`config.mk`:
```
export PLATFORM = sky130hd
export DESIGN_NAME = ebsl_top
export DESIGN_NICKNAME = d
export VERILOG_FILES = /design/src/shared/ebsl_pkg.sv /design/src/verilog/ebsl_bank.sv /design/src/verilog/ebsl_top.sv
export SDC_FILE = /design/constraint.sdc
export NUM_CORES = 2
export LEC_CHECK = 0
export BUFFER_PORTS_ARGS = -buffer_cell sky130_fd_sc_hd__buf_2
export CELL_PAD_IN_SITES_DETAIL_PLACEMENT = 0
export CELL_PAD_IN_SITES_GLOBAL_PLACEMENT = 2
export CORE_UTILIZATION = 30
export CTS_CLUSTER_SIZE = 14
export DETAILED_ROUTE_END_ITERATION = 10
export PLACE_DENSITY_LB_ADDON = 0.08
export SYNTH_ARGS = -nofsm -noshare
export SYNTH_HDL_FRONTEND = slang
export SYNTH_SLANG_ARGS = --single-unit
```
`constraint.sdc`:
```
create_clock -name mclk -period 27.4 [get_ports mclk]
set_input_delay 2.74 -clock mclk [delete_from_list [all_inputs] [get_ports mclk]]
set_output_delay 2.74 -clock mclk [all_outputs]
set_load 0.01 [all_outputs]
```
`src/shared/ebsl_pkg.sv`:
```
/*
 constants, field layout and carrier types of the error bank status logger.
 assumes one clock domain; the error source presents at most one event per cycle.
*/
package ebsl_pkg;
   localparam int NUM_BANKS = 5;
   localparam int CB_BANK   = 4;
   localparam int POS_MODEL = 16;
   localparam int POS_OTHER = 32;
   localparam int POS_CNT   = 32;
   localparam int POS_FMT   = 40;
   localparam int POS_PCC   = 57;
   localparam int POS_ADDRESS_VALID_FLAG = 58;
   localparam int POS_EXTRA_INFO_VALID_FLAG = 59;
   localparam int POS_EN    = 60;
   localparam int POS_UC    = 61;
   localparam int POS_OVER  = 62;
   localparam int POS_VAL   = 63;
   localparam logic [15:0] CODE_INTERNAL = 16'h0400;
   localparam logic [15:0] CODE_L3TAG    = 16'h010b;
   localparam logic [15:0] CODE_BUS      = 16'h0e0f;
   localparam logic [7:0]  CNT_FIRST     = 8'h01;
   localparam logic [7:0]  CNT_MAX       = 8'hff;
   localparam logic [7:0]  CNT_RST       = 8'h00;
   localparam logic [63:0] STAT_RST      = 64'h0;
   localparam logic [7:0]  CTL_RST       = 8'h00;
   // word address: bits 5:3 select the bank, bits 2:0 the register
   localparam logic [2:0]  REG_STAT_LO   = 3'h0;
   localparam logic [2:0]  REG_STAT_HI   = 3'h1;
   localparam logic [2:0]  REG_ADDR      = 3'h2;
   localparam logic [2:0]  REG_MISC      = 3'h3;
   localparam logic [2:0]  REG_CTL       = 3'h4;
   localparam int          HI_VAL        = POS_VAL - 32;
   localparam int          HI_OVER       = POS_OVER - 32;

   typedef enum logic [1:0] {
      EBSL_INTERNAL = 2'b00,
      EBSL_L3TAG    = 2'b01,
      EBSL_BUS      = 2'b11
   } ebsl_kind_type;

   typedef struct packed {
      logic          valid;
      logic [2:0]    bank;
      ebsl_kind_type kind;
      logic [15:0]   arch_code;
      logic [15:0]   model_code;
      logic [24:0]   other_info;
      logic [1:0]    misc_fmt;
      logic [2:0]    ctl_idx;
      logic          uc;
      logic          context_corrupt_flag;
      logic          addr_valid;
      logic [31:0]   address;
      logic          misc_valid;
      logic [31:0]   misc;
   } ebsl_event_type;

   typedef struct packed {
      logic [63:0] status;
      logic [31:0] addr;
      logic [31:0] misc;
   } ebsl_entry_type;

   typedef struct packed {
      ebsl_entry_type [NUM_BANKS-1:0] ent;
      logic [NUM_BANKS-1:0][7:0]      ctl;
      logic [7:0]                     cnt;
      logic [31:0]                    rdata;
      logic [NUM_BANKS-1:0]           vflag;
   } ebsl_state_type;
endpackage : ebsl_pkg

```
`src/verilog/ebsl_bank.sv`:
```
/*
 next-entry logic of one error bank: software clears, then overwrite priority.
 assumes a fully formed candidate entry; valid and overflow bits of it are ignored.
*/
`timescale 1ns/100ps
`default_nettype none
module ebsl_bank (
   // current entry and clears
   input  wire ebsl_pkg::ebsl_entry_type old_ent,
   input  wire logic                     clr_val,
   input  wire logic                     clr_over,
   // new error
   input  wire logic                     hit,
   input  wire ebsl_pkg::ebsl_entry_type cand,
   // result
   output ebsl_pkg::ebsl_entry_type      nxt_ent
);
   logic live;
   logic over_keep;
   logic replace;

   always_comb begin
      // clear goes first so that a same-cycle event still sets the valid flag
      live      = old_ent.status[ebsl_pkg::POS_VAL] & ~clr_val;
      over_keep = old_ent.status[ebsl_pkg::POS_OVER] & ~clr_over;
      replace   = ~(old_ent.status[ebsl_pkg::POS_UC] & cand.status[ebsl_pkg::POS_UC]) &
                  ((cand.status[ebsl_pkg::POS_EN] & ~old_ent.status[ebsl_pkg::POS_EN]) |
                   (cand.status[ebsl_pkg::POS_UC] & ~old_ent.status[ebsl_pkg::POS_UC]));
      nxt_ent = old_ent;
      nxt_ent.status[ebsl_pkg::POS_VAL]  = live;
      nxt_ent.status[ebsl_pkg::POS_OVER] = over_keep;
      if (hit) begin
         if (!live || replace) begin
            nxt_ent = cand;
         end
         nxt_ent.status[ebsl_pkg::POS_VAL]  = 1'b1;
         nxt_ent.status[ebsl_pkg::POS_OVER] = over_keep | live;
      end
   end
endmodule : ebsl_bank
`default_nettype wire

```
`src/verilog/ebsl_top.sv`:
```
/*
 error bank status logger: five status banks with address, extra-info and
 report-control registers behind a plain register port.
 assumes the error source shares mclk and drives one event per cycle at most.
*/
`timescale 1ns/100ps
`default_nettype none
module ebsl_top (
   // clock and reset
   input  wire  logic                     mclk,
   input  wire  logic                     rst,
   // register port
   input  wire  logic [5:0]               reg_addr,
   input  wire  logic [31:0]              reg_wdata,
   input  wire  logic                     reg_wr,
   input  wire  logic                     reg_rd,
   output logic [31:0]                    reg_rdata,
   // error source
   input  wire  ebsl_pkg::ebsl_event_type err_ev,
   // entry-valid flags per bank
   output logic [ebsl_pkg::NUM_BANKS-1:0] bank_valid
);
   ebsl_pkg::ebsl_state_type                         s_r;
   ebsl_pkg::ebsl_state_type                         s_nxt;
   ebsl_pkg::ebsl_entry_type [ebsl_pkg::NUM_BANKS-1:0] cand;
   ebsl_pkg::ebsl_entry_type [ebsl_pkg::NUM_BANKS-1:0] ent_w;
   logic [ebsl_pkg::NUM_BANKS-1:0]                   hit;
   logic [ebsl_pkg::NUM_BANKS-1:0]                   clr_val;
   logic [ebsl_pkg::NUM_BANKS-1:0]                   clr_over;
   logic [15:0]                                      cb_code;
   logic                                             ce_ev;
   logic [7:0]                                       cnt_nxt;
   logic [2:0]                                       sel_bank;
   logic [2:0]                                       sel_reg;
   logic                                             bank_ok;

   assign sel_bank = reg_addr[5:3];
   assign sel_reg  = reg_addr[2:0];
   assign bank_ok  = (sel_bank < 3'(ebsl_pkg::NUM_BANKS));

   // only the three legal codes can come out of this mux
   always_comb begin
      case (err_ev.kind)
         ebsl_pkg::EBSL_INTERNAL: cb_code = ebsl_pkg::CODE_INTERNAL;
         ebsl_pkg::EBSL_L3TAG:    cb_code = ebsl_pkg::CODE_L3TAG;
         ebsl_pkg::EBSL_BUS:      cb_code = ebsl_pkg::CODE_BUS;
         default:                 cb_code = ebsl_pkg::CODE_INTERNAL;
      endcase
   end

   // counts every correctable event in the cache/bus bank, logged or not
   assign ce_ev   = err_ev.valid && (err_ev.bank == 3'(ebsl_pkg::CB_BANK)) && !err_ev.uc;
   assign cnt_nxt = (ce_ev && (s_r.cnt != ebsl_pkg::CNT_MAX)) ?
                    8'(s_r.cnt + ebsl_pkg::CNT_FIRST) : s_r.cnt;

   genvar b;
   generate
      for (b = 0; b < ebsl_pkg::NUM_BANKS; b++) begin : g_bank
         logic [15:0] code;
         logic [24:0] other;

         assign hit[b] = err_ev.valid && (err_ev.bank == 3'(b));
         assign clr_val[b] = reg_wr && bank_ok && (sel_bank == 3'(b)) &&
                             (sel_reg == ebsl_pkg::REG_STAT_HI) &&
                             !reg_wdata[ebsl_pkg::HI_VAL];
         assign clr_over[b] = reg_wr && bank_ok && (sel_bank == 3'(b)) &&
                              (sel_reg == ebsl_pkg::REG_STAT_HI) &&
                              !reg_wdata[ebsl_pkg::HI_OVER];
         if (b == ebsl_pkg::CB_BANK) begin : g_cb
            assign code  = cb_code;
            // count and format share one layout for all three kinds
            assign other = {err_ev.other_info[24:10], err_ev.misc_fmt, cnt_nxt};
         end else begin : g_plain
            assign code  = err_ev.arch_code;
            assign other = err_ev.other_info;
         end
         always_comb begin
            cand[b].status = ebsl_pkg::STAT_RST;
            cand[b].status[ebsl_pkg::POS_MODEL-1:0] = code;
            cand[b].status[ebsl_pkg::POS_OTHER-1:ebsl_pkg::POS_MODEL] = err_ev.model_code;
            cand[b].status[ebsl_pkg::POS_PCC-1:ebsl_pkg::POS_OTHER] = other;
            cand[b].status[ebsl_pkg::POS_PCC]   = err_ev.context_corrupt_flag | err_ev.uc;
            cand[b].status[ebsl_pkg::POS_ADDRESS_VALID_FLAG] = err_ev.addr_valid;
            cand[b].status[ebsl_pkg::POS_EXTRA_INFO_VALID_FLAG] = err_ev.misc_valid;
            // correctable errors have no enable bit
            cand[b].status[ebsl_pkg::POS_EN] = err_ev.uc & s_r.ctl[b][err_ev.ctl_idx];
            cand[b].status[ebsl_pkg::POS_UC] = err_ev.uc;
            cand[b].addr = err_ev.addr_valid ? err_ev.address : 32'h0;
            cand[b].misc = err_ev.misc_valid ? err_ev.misc : 32'h0;
         end

         ebsl_bank u_bank (
            .old_ent  (s_r.ent[b]),
            .clr_val  (clr_val[b]),
            .clr_over (clr_over[b]),
            .hit      (hit[b]),
            .cand     (cand[b]),
            .nxt_ent  (ent_w[b])
         );
      end
   endgenerate

   always_comb begin
      s_nxt     = s_r;
      s_nxt.cnt = cnt_nxt;
      for (int i = 0; i < ebsl_pkg::NUM_BANKS; i++) begin
         s_nxt.ent[i]   = ent_w[i];
         s_nxt.vflag[i] = ent_w[i].status[ebsl_pkg::POS_VAL];
      end
      if (reg_wr && bank_ok && (sel_reg == ebsl_pkg::REG_CTL)) begin
         s_nxt.ctl[sel_bank] = reg_wdata[7:0];
      end
      // read data stand only in the cycle after the strobe
      s_nxt.rdata = 32'h0;
      if (reg_rd && bank_ok) begin
         case (sel_reg)
            ebsl_pkg::REG_STAT_LO: s_nxt.rdata = s_r.ent[sel_bank].status[31:0];
            ebsl_pkg::REG_STAT_HI: s_nxt.rdata = s_r.ent[sel_bank].status[63:32];
            ebsl_pkg::REG_ADDR:    s_nxt.rdata = s_r.ent[sel_bank].addr;
            ebsl_pkg::REG_MISC:    s_nxt.rdata = s_r.ent[sel_bank].misc;
            ebsl_pkg::REG_CTL:     s_nxt.rdata = {24'h0, s_r.ctl[sel_bank]};
            default:               s_nxt.rdata = 32'h0;
         endcase
      end
   end

   always_ff @(posedge mclk or posedge rst) begin
      if (rst) begin
         for (int i = 0; i < ebsl_pkg::NUM_BANKS; i++) begin
            s_r.ent[i].status <= ebsl_pkg::STAT_RST;
            s_r.ent[i].addr   <= 32'h0;
            s_r.ent[i].misc   <= 32'h0;
            s_r.ctl[i]        <= ebsl_pkg::CTL_RST;
         end
         s_r.cnt   <= ebsl_pkg::CNT_RST;
         s_r.rdata <= 32'h0;
         s_r.vflag <= '0;
      end else begin
         s_r <= s_nxt;
      end
   end

   assign reg_rdata  = s_r.rdata;
   assign bank_valid = s_r.vflag;

   // checks on the cache/bus bank, plus the entry-valid hold check on bank 0
   logic [63:0] cbs;
   logic        cb_hit;
   logic        cb_live;

   assign cbs     = s_r.ent[ebsl_pkg::CB_BANK].status;
   assign cb_hit  = hit[ebsl_pkg::CB_BANK];
   assign cb_live = cbs[ebsl_pkg::POS_VAL] && !clr_val[ebsl_pkg::CB_BANK];
endmodule : ebsl_top
`default_nettype wire

```
==> key figures <==
Critical path
  • Critical path endpoint category: register
  • Required @ worst endpoint: 27.93 ns
  • Worst Setup Path Type: in2reg
  • Flop2flop setup slack: 24.02 ns
  • Crit start category: input port
  • Maximum fanout along the worst path: 57
  • Crit path arrival time: 7.13 ns

Clocking
  • Clock latency on the worst-skew pair: 0.65 ns
  • Clock-pin slew on the worst setup and hold paths: 0.06 ns
  • Resized cells post-CTS: 0
  • # H-tree levels: 3
  • Clk buf depth: 3
  • CTS buffer count: 86
  • Root buf cell: clkbuf_16
  • CTS Sinks: 708
  • # Post-CTS Setup Buffers: 0
  • Post-CTS Hold Buffers: 0
  • CTS tree: built

Synthesis
  • Yosys cell types: 58
  • Synth Instances: 2798
  • Mapped Nets: 2977
  • Post-synth ARST share: 100%
  • Mean Syn Cell Area: 11.5 sq um
  • Mux share of post-synthesis cell area: 17.9%
  • Adder-Cell Fraction of Synth Area: 0.0389%
  • Seq/Total Area, Yosys: 55.1%
  • Syn Std Cell Area: 32100 sq um
  • Yosys warning total: 0
  • Flops & latches, synth: 708
  • Synth Area in Compound Gates: 15.8%
  • Predominant post-synthesis flop cell: dfrtp_1
  • Simple logic cell fraction of the synthesized area: 6.27%
  • Xor/xnor share of the synthesized area: 0.191%
  • Largest family of logic cells by synthesized area: multiplexers
  • EDFF count, synth: 0

Global route
  • Largest net degree at the start of global routing: 138
  • First-pass GRT wire length: 163000 microns
  • Initial antenna violation count: 11
  • GRT Overall Usage: 20.5%
  • Vias in the first global route: 23600
  • GRT Residual Overflow: 0

Final layout
  • Post-layout util: 34.8%
  • Most frequent cells in the layout: dfrtp_1 (708), nand2_1 (425), o21ai_0 (303), mux2_2 (275), a22oi_1 (258)
  • Layout area overhead: 14.5%
  • Layout cells sized above 1: 23.7%
  • # nets final: 3034
  • Non-filler cells in the finished layout: 4315
  • Most common cell after layout, fill and taps aside: dfrtp_1

Die
  • Core area: 106000 sq um
  • Die Span Y: 329 microns
  • Initial Util: 30.4%
  • Die ar.: 108000 sq um
  • Die X: 329 microns
  • I/O pin total: 215
  • Rows: 119

Timing
  • Tcrit/Tclk final: 24.1%
  • Max-slew violations: 0
  • Final Hold Fails: 0
  • Highest clock rate: 152 MHz
  • Worst-Margin Slew: 1.10 ns
  • Clock skew: 0.0286 ns
  • Relative slew slack: 26.7%
  • RSZ-0062 raised after global routing: no
  • Setup WS post-layout: 20.80 ns
  • Final Setup Violations: 0
  • Min Tclk post-route: 6.60 ns
  • Setup TNS: 0 ns

Place
  • GPL Wtd Cong: 0.751
  • Placed cell count: 4158
  • I/O Buffers: 192
  • Pre-CTS WS: 20.12 ns
  • DP Wirelength: 68200 microns

Job
  • Max-cap viol count: 0

Power and ir drop
  • Clock group share of total power: 40.7%
  • Max IR drop VDD: 0.0412 mV
  • Total power: 0.00289 W
  • Flop pwr share: 45.4%
  • Switching pwr: 0.000769 W
  • Switching Share: 26.7%
  • Comb power frac: 13.9%
  • Cell leakage power: 16.0 nW
  • Pwr/cell area: 78.4 nW/um^2
  • Power Internal: 0.00212 W

Routing
  • Initial DRC Count: 1381
  • Wirelength per Cell: 25.6 microns
  • Total wire length: 111000 microns
  • Routed Antenna Nets: 0
  • Post-route DRC: 20
  • Detail-routed via count per cell: 5.20
  • Routed vias: 22400
  • DRT Pass-1 Iters: 8

Hold path
  • Hold crit path type: reg2reg

Outcome
  • Status: finished, violations left
  • Failing checks: design-rule violations
-- power by group through the flow --
| stage | Clock (W) | Combinational, W | Sequential (W) |
|---|---|---|---|
| 2_1_floorplan | 0 | 0.000287 | 0.00130 |
| 3_3_place_gp | 0 | 0.000395 | 0.00132 |
| 3_5_place_dp | 0 | 0.000407 | 0.00133 |
| 4_1_cts | 0.00122 | 0.000409 | 0.00131 |
| 5_1_grt | 0.00126 | 0.000446 | 0.00133 |
| 6_report | 0.00118 | 0.000400 | 0.00131 |
-- synthesized netlist by cell type, types with 24 or more instances --
| master | number | area [sq um] |
|---|---|---|
| buf_2 | 78 | 390 |
| a21oi_1 | 39 | 195 |
| o21ai_0 | 303 | 1520 |
| o21ai_1 | 50 | 250 |
| clkbuf_1 | 91 | 342 |
| nand2_1 | 426 | 1600 |
| o22ai_1 | 116 | 726 |
| mux2_1 | 165 | 1860 |
| a22oi_1 | 258 | 1940 |
| dfrtp_1 | 708 | 17700 |
| buf_4 | 63 | 473 |
| mux2_2 | 275 | 3100 |
| mux2i_1 | 42 | 420 |
| buf_1 | 24 | 90.1 |
-- through the flow --
step | area (sq um) | hold slack (ns)
after floorplan | 32100 | 0.442
after global placement | 33900 | 0.454
after detailed placement | 33900 | 0.463
after CTS | 36800 | 0.476
after global routing | 36800 | 0.489
final | 36800 | 0.470
-- kinds of logic after synthesis --
kind of cell / after synthesis
AND/OR/NAND/NOR: 488
AO/OA/AOI/OAI: 817
adder cells (fa/ha/maj): 1
buffers and inverters: 278
multiplexers: 499
XOR/XNOR: 7
flip-flops: 708
-- area by class of cell --
class | instances | area (sq um)
inverter | 6 | 30.0
sequential | 708 | 17700
tap | 1391 | 1740
fill | 10600 | 68900
clock inverter | 28 | 363
timing repair buffer | 241 | 1380
clock buffer | 126 | 2540
antenna | 3 | 7.51
multi-input combinational | 1812 | 13000
-- layer usage --
metal / part of all wire, % / track usage [%] / up-vias / wire length [microns]
li1: - / - / 10300 / -
met1: 47 / 28.8 / 11600 / 51600
met2: 47 / 32.7 / 457 / 51500
met3: 4.6 / 3.22 / 135 / 5060
met4: 2.3 / 5.89 / 6 / 2510
met5: 0.038 / 0 / - / 42
-- registers in the layout (all words and copies together), names as in the netlist --
signal	flops
s_r	620
cbs	52
reg_rdata	32
bank_valid	4
-- final timing paths --
path,start,to,cells past startpoint
min in group asynchronous,rst,s_r[300]$_DFFE_PP0P_,2
max,reg_addr[4],reg_rdata[12]$_DFF_PP0_,9
min,s_r[270]$_DFFE_PP0P_,s_r[270]$_DFFE_PP0P_,2
max reg2reg,bank_valid[1]$_DFF_PP0_,s_r[333]$_DFFE_PP0P_,5
min reg2reg,s_r[270]$_DFFE_PP0P_,s_r[270]$_DFFE_PP0P_,2
max in group asynchronous,rst,s_r[85]$_DFFE_PP0P_,5
-- worst max-delay path, stage by stage --
cell     delay, ns
buf_6         0.25
buf_4         0.44
nor2b_4       0.70
buf_4         0.65
buf_4         0.76
a22oi_1       0.13
o22ai_1       0.70
a21oi_1       0.19
a21oi_1       0.31
Note: power is estimated with default switching activity, not from simulation.
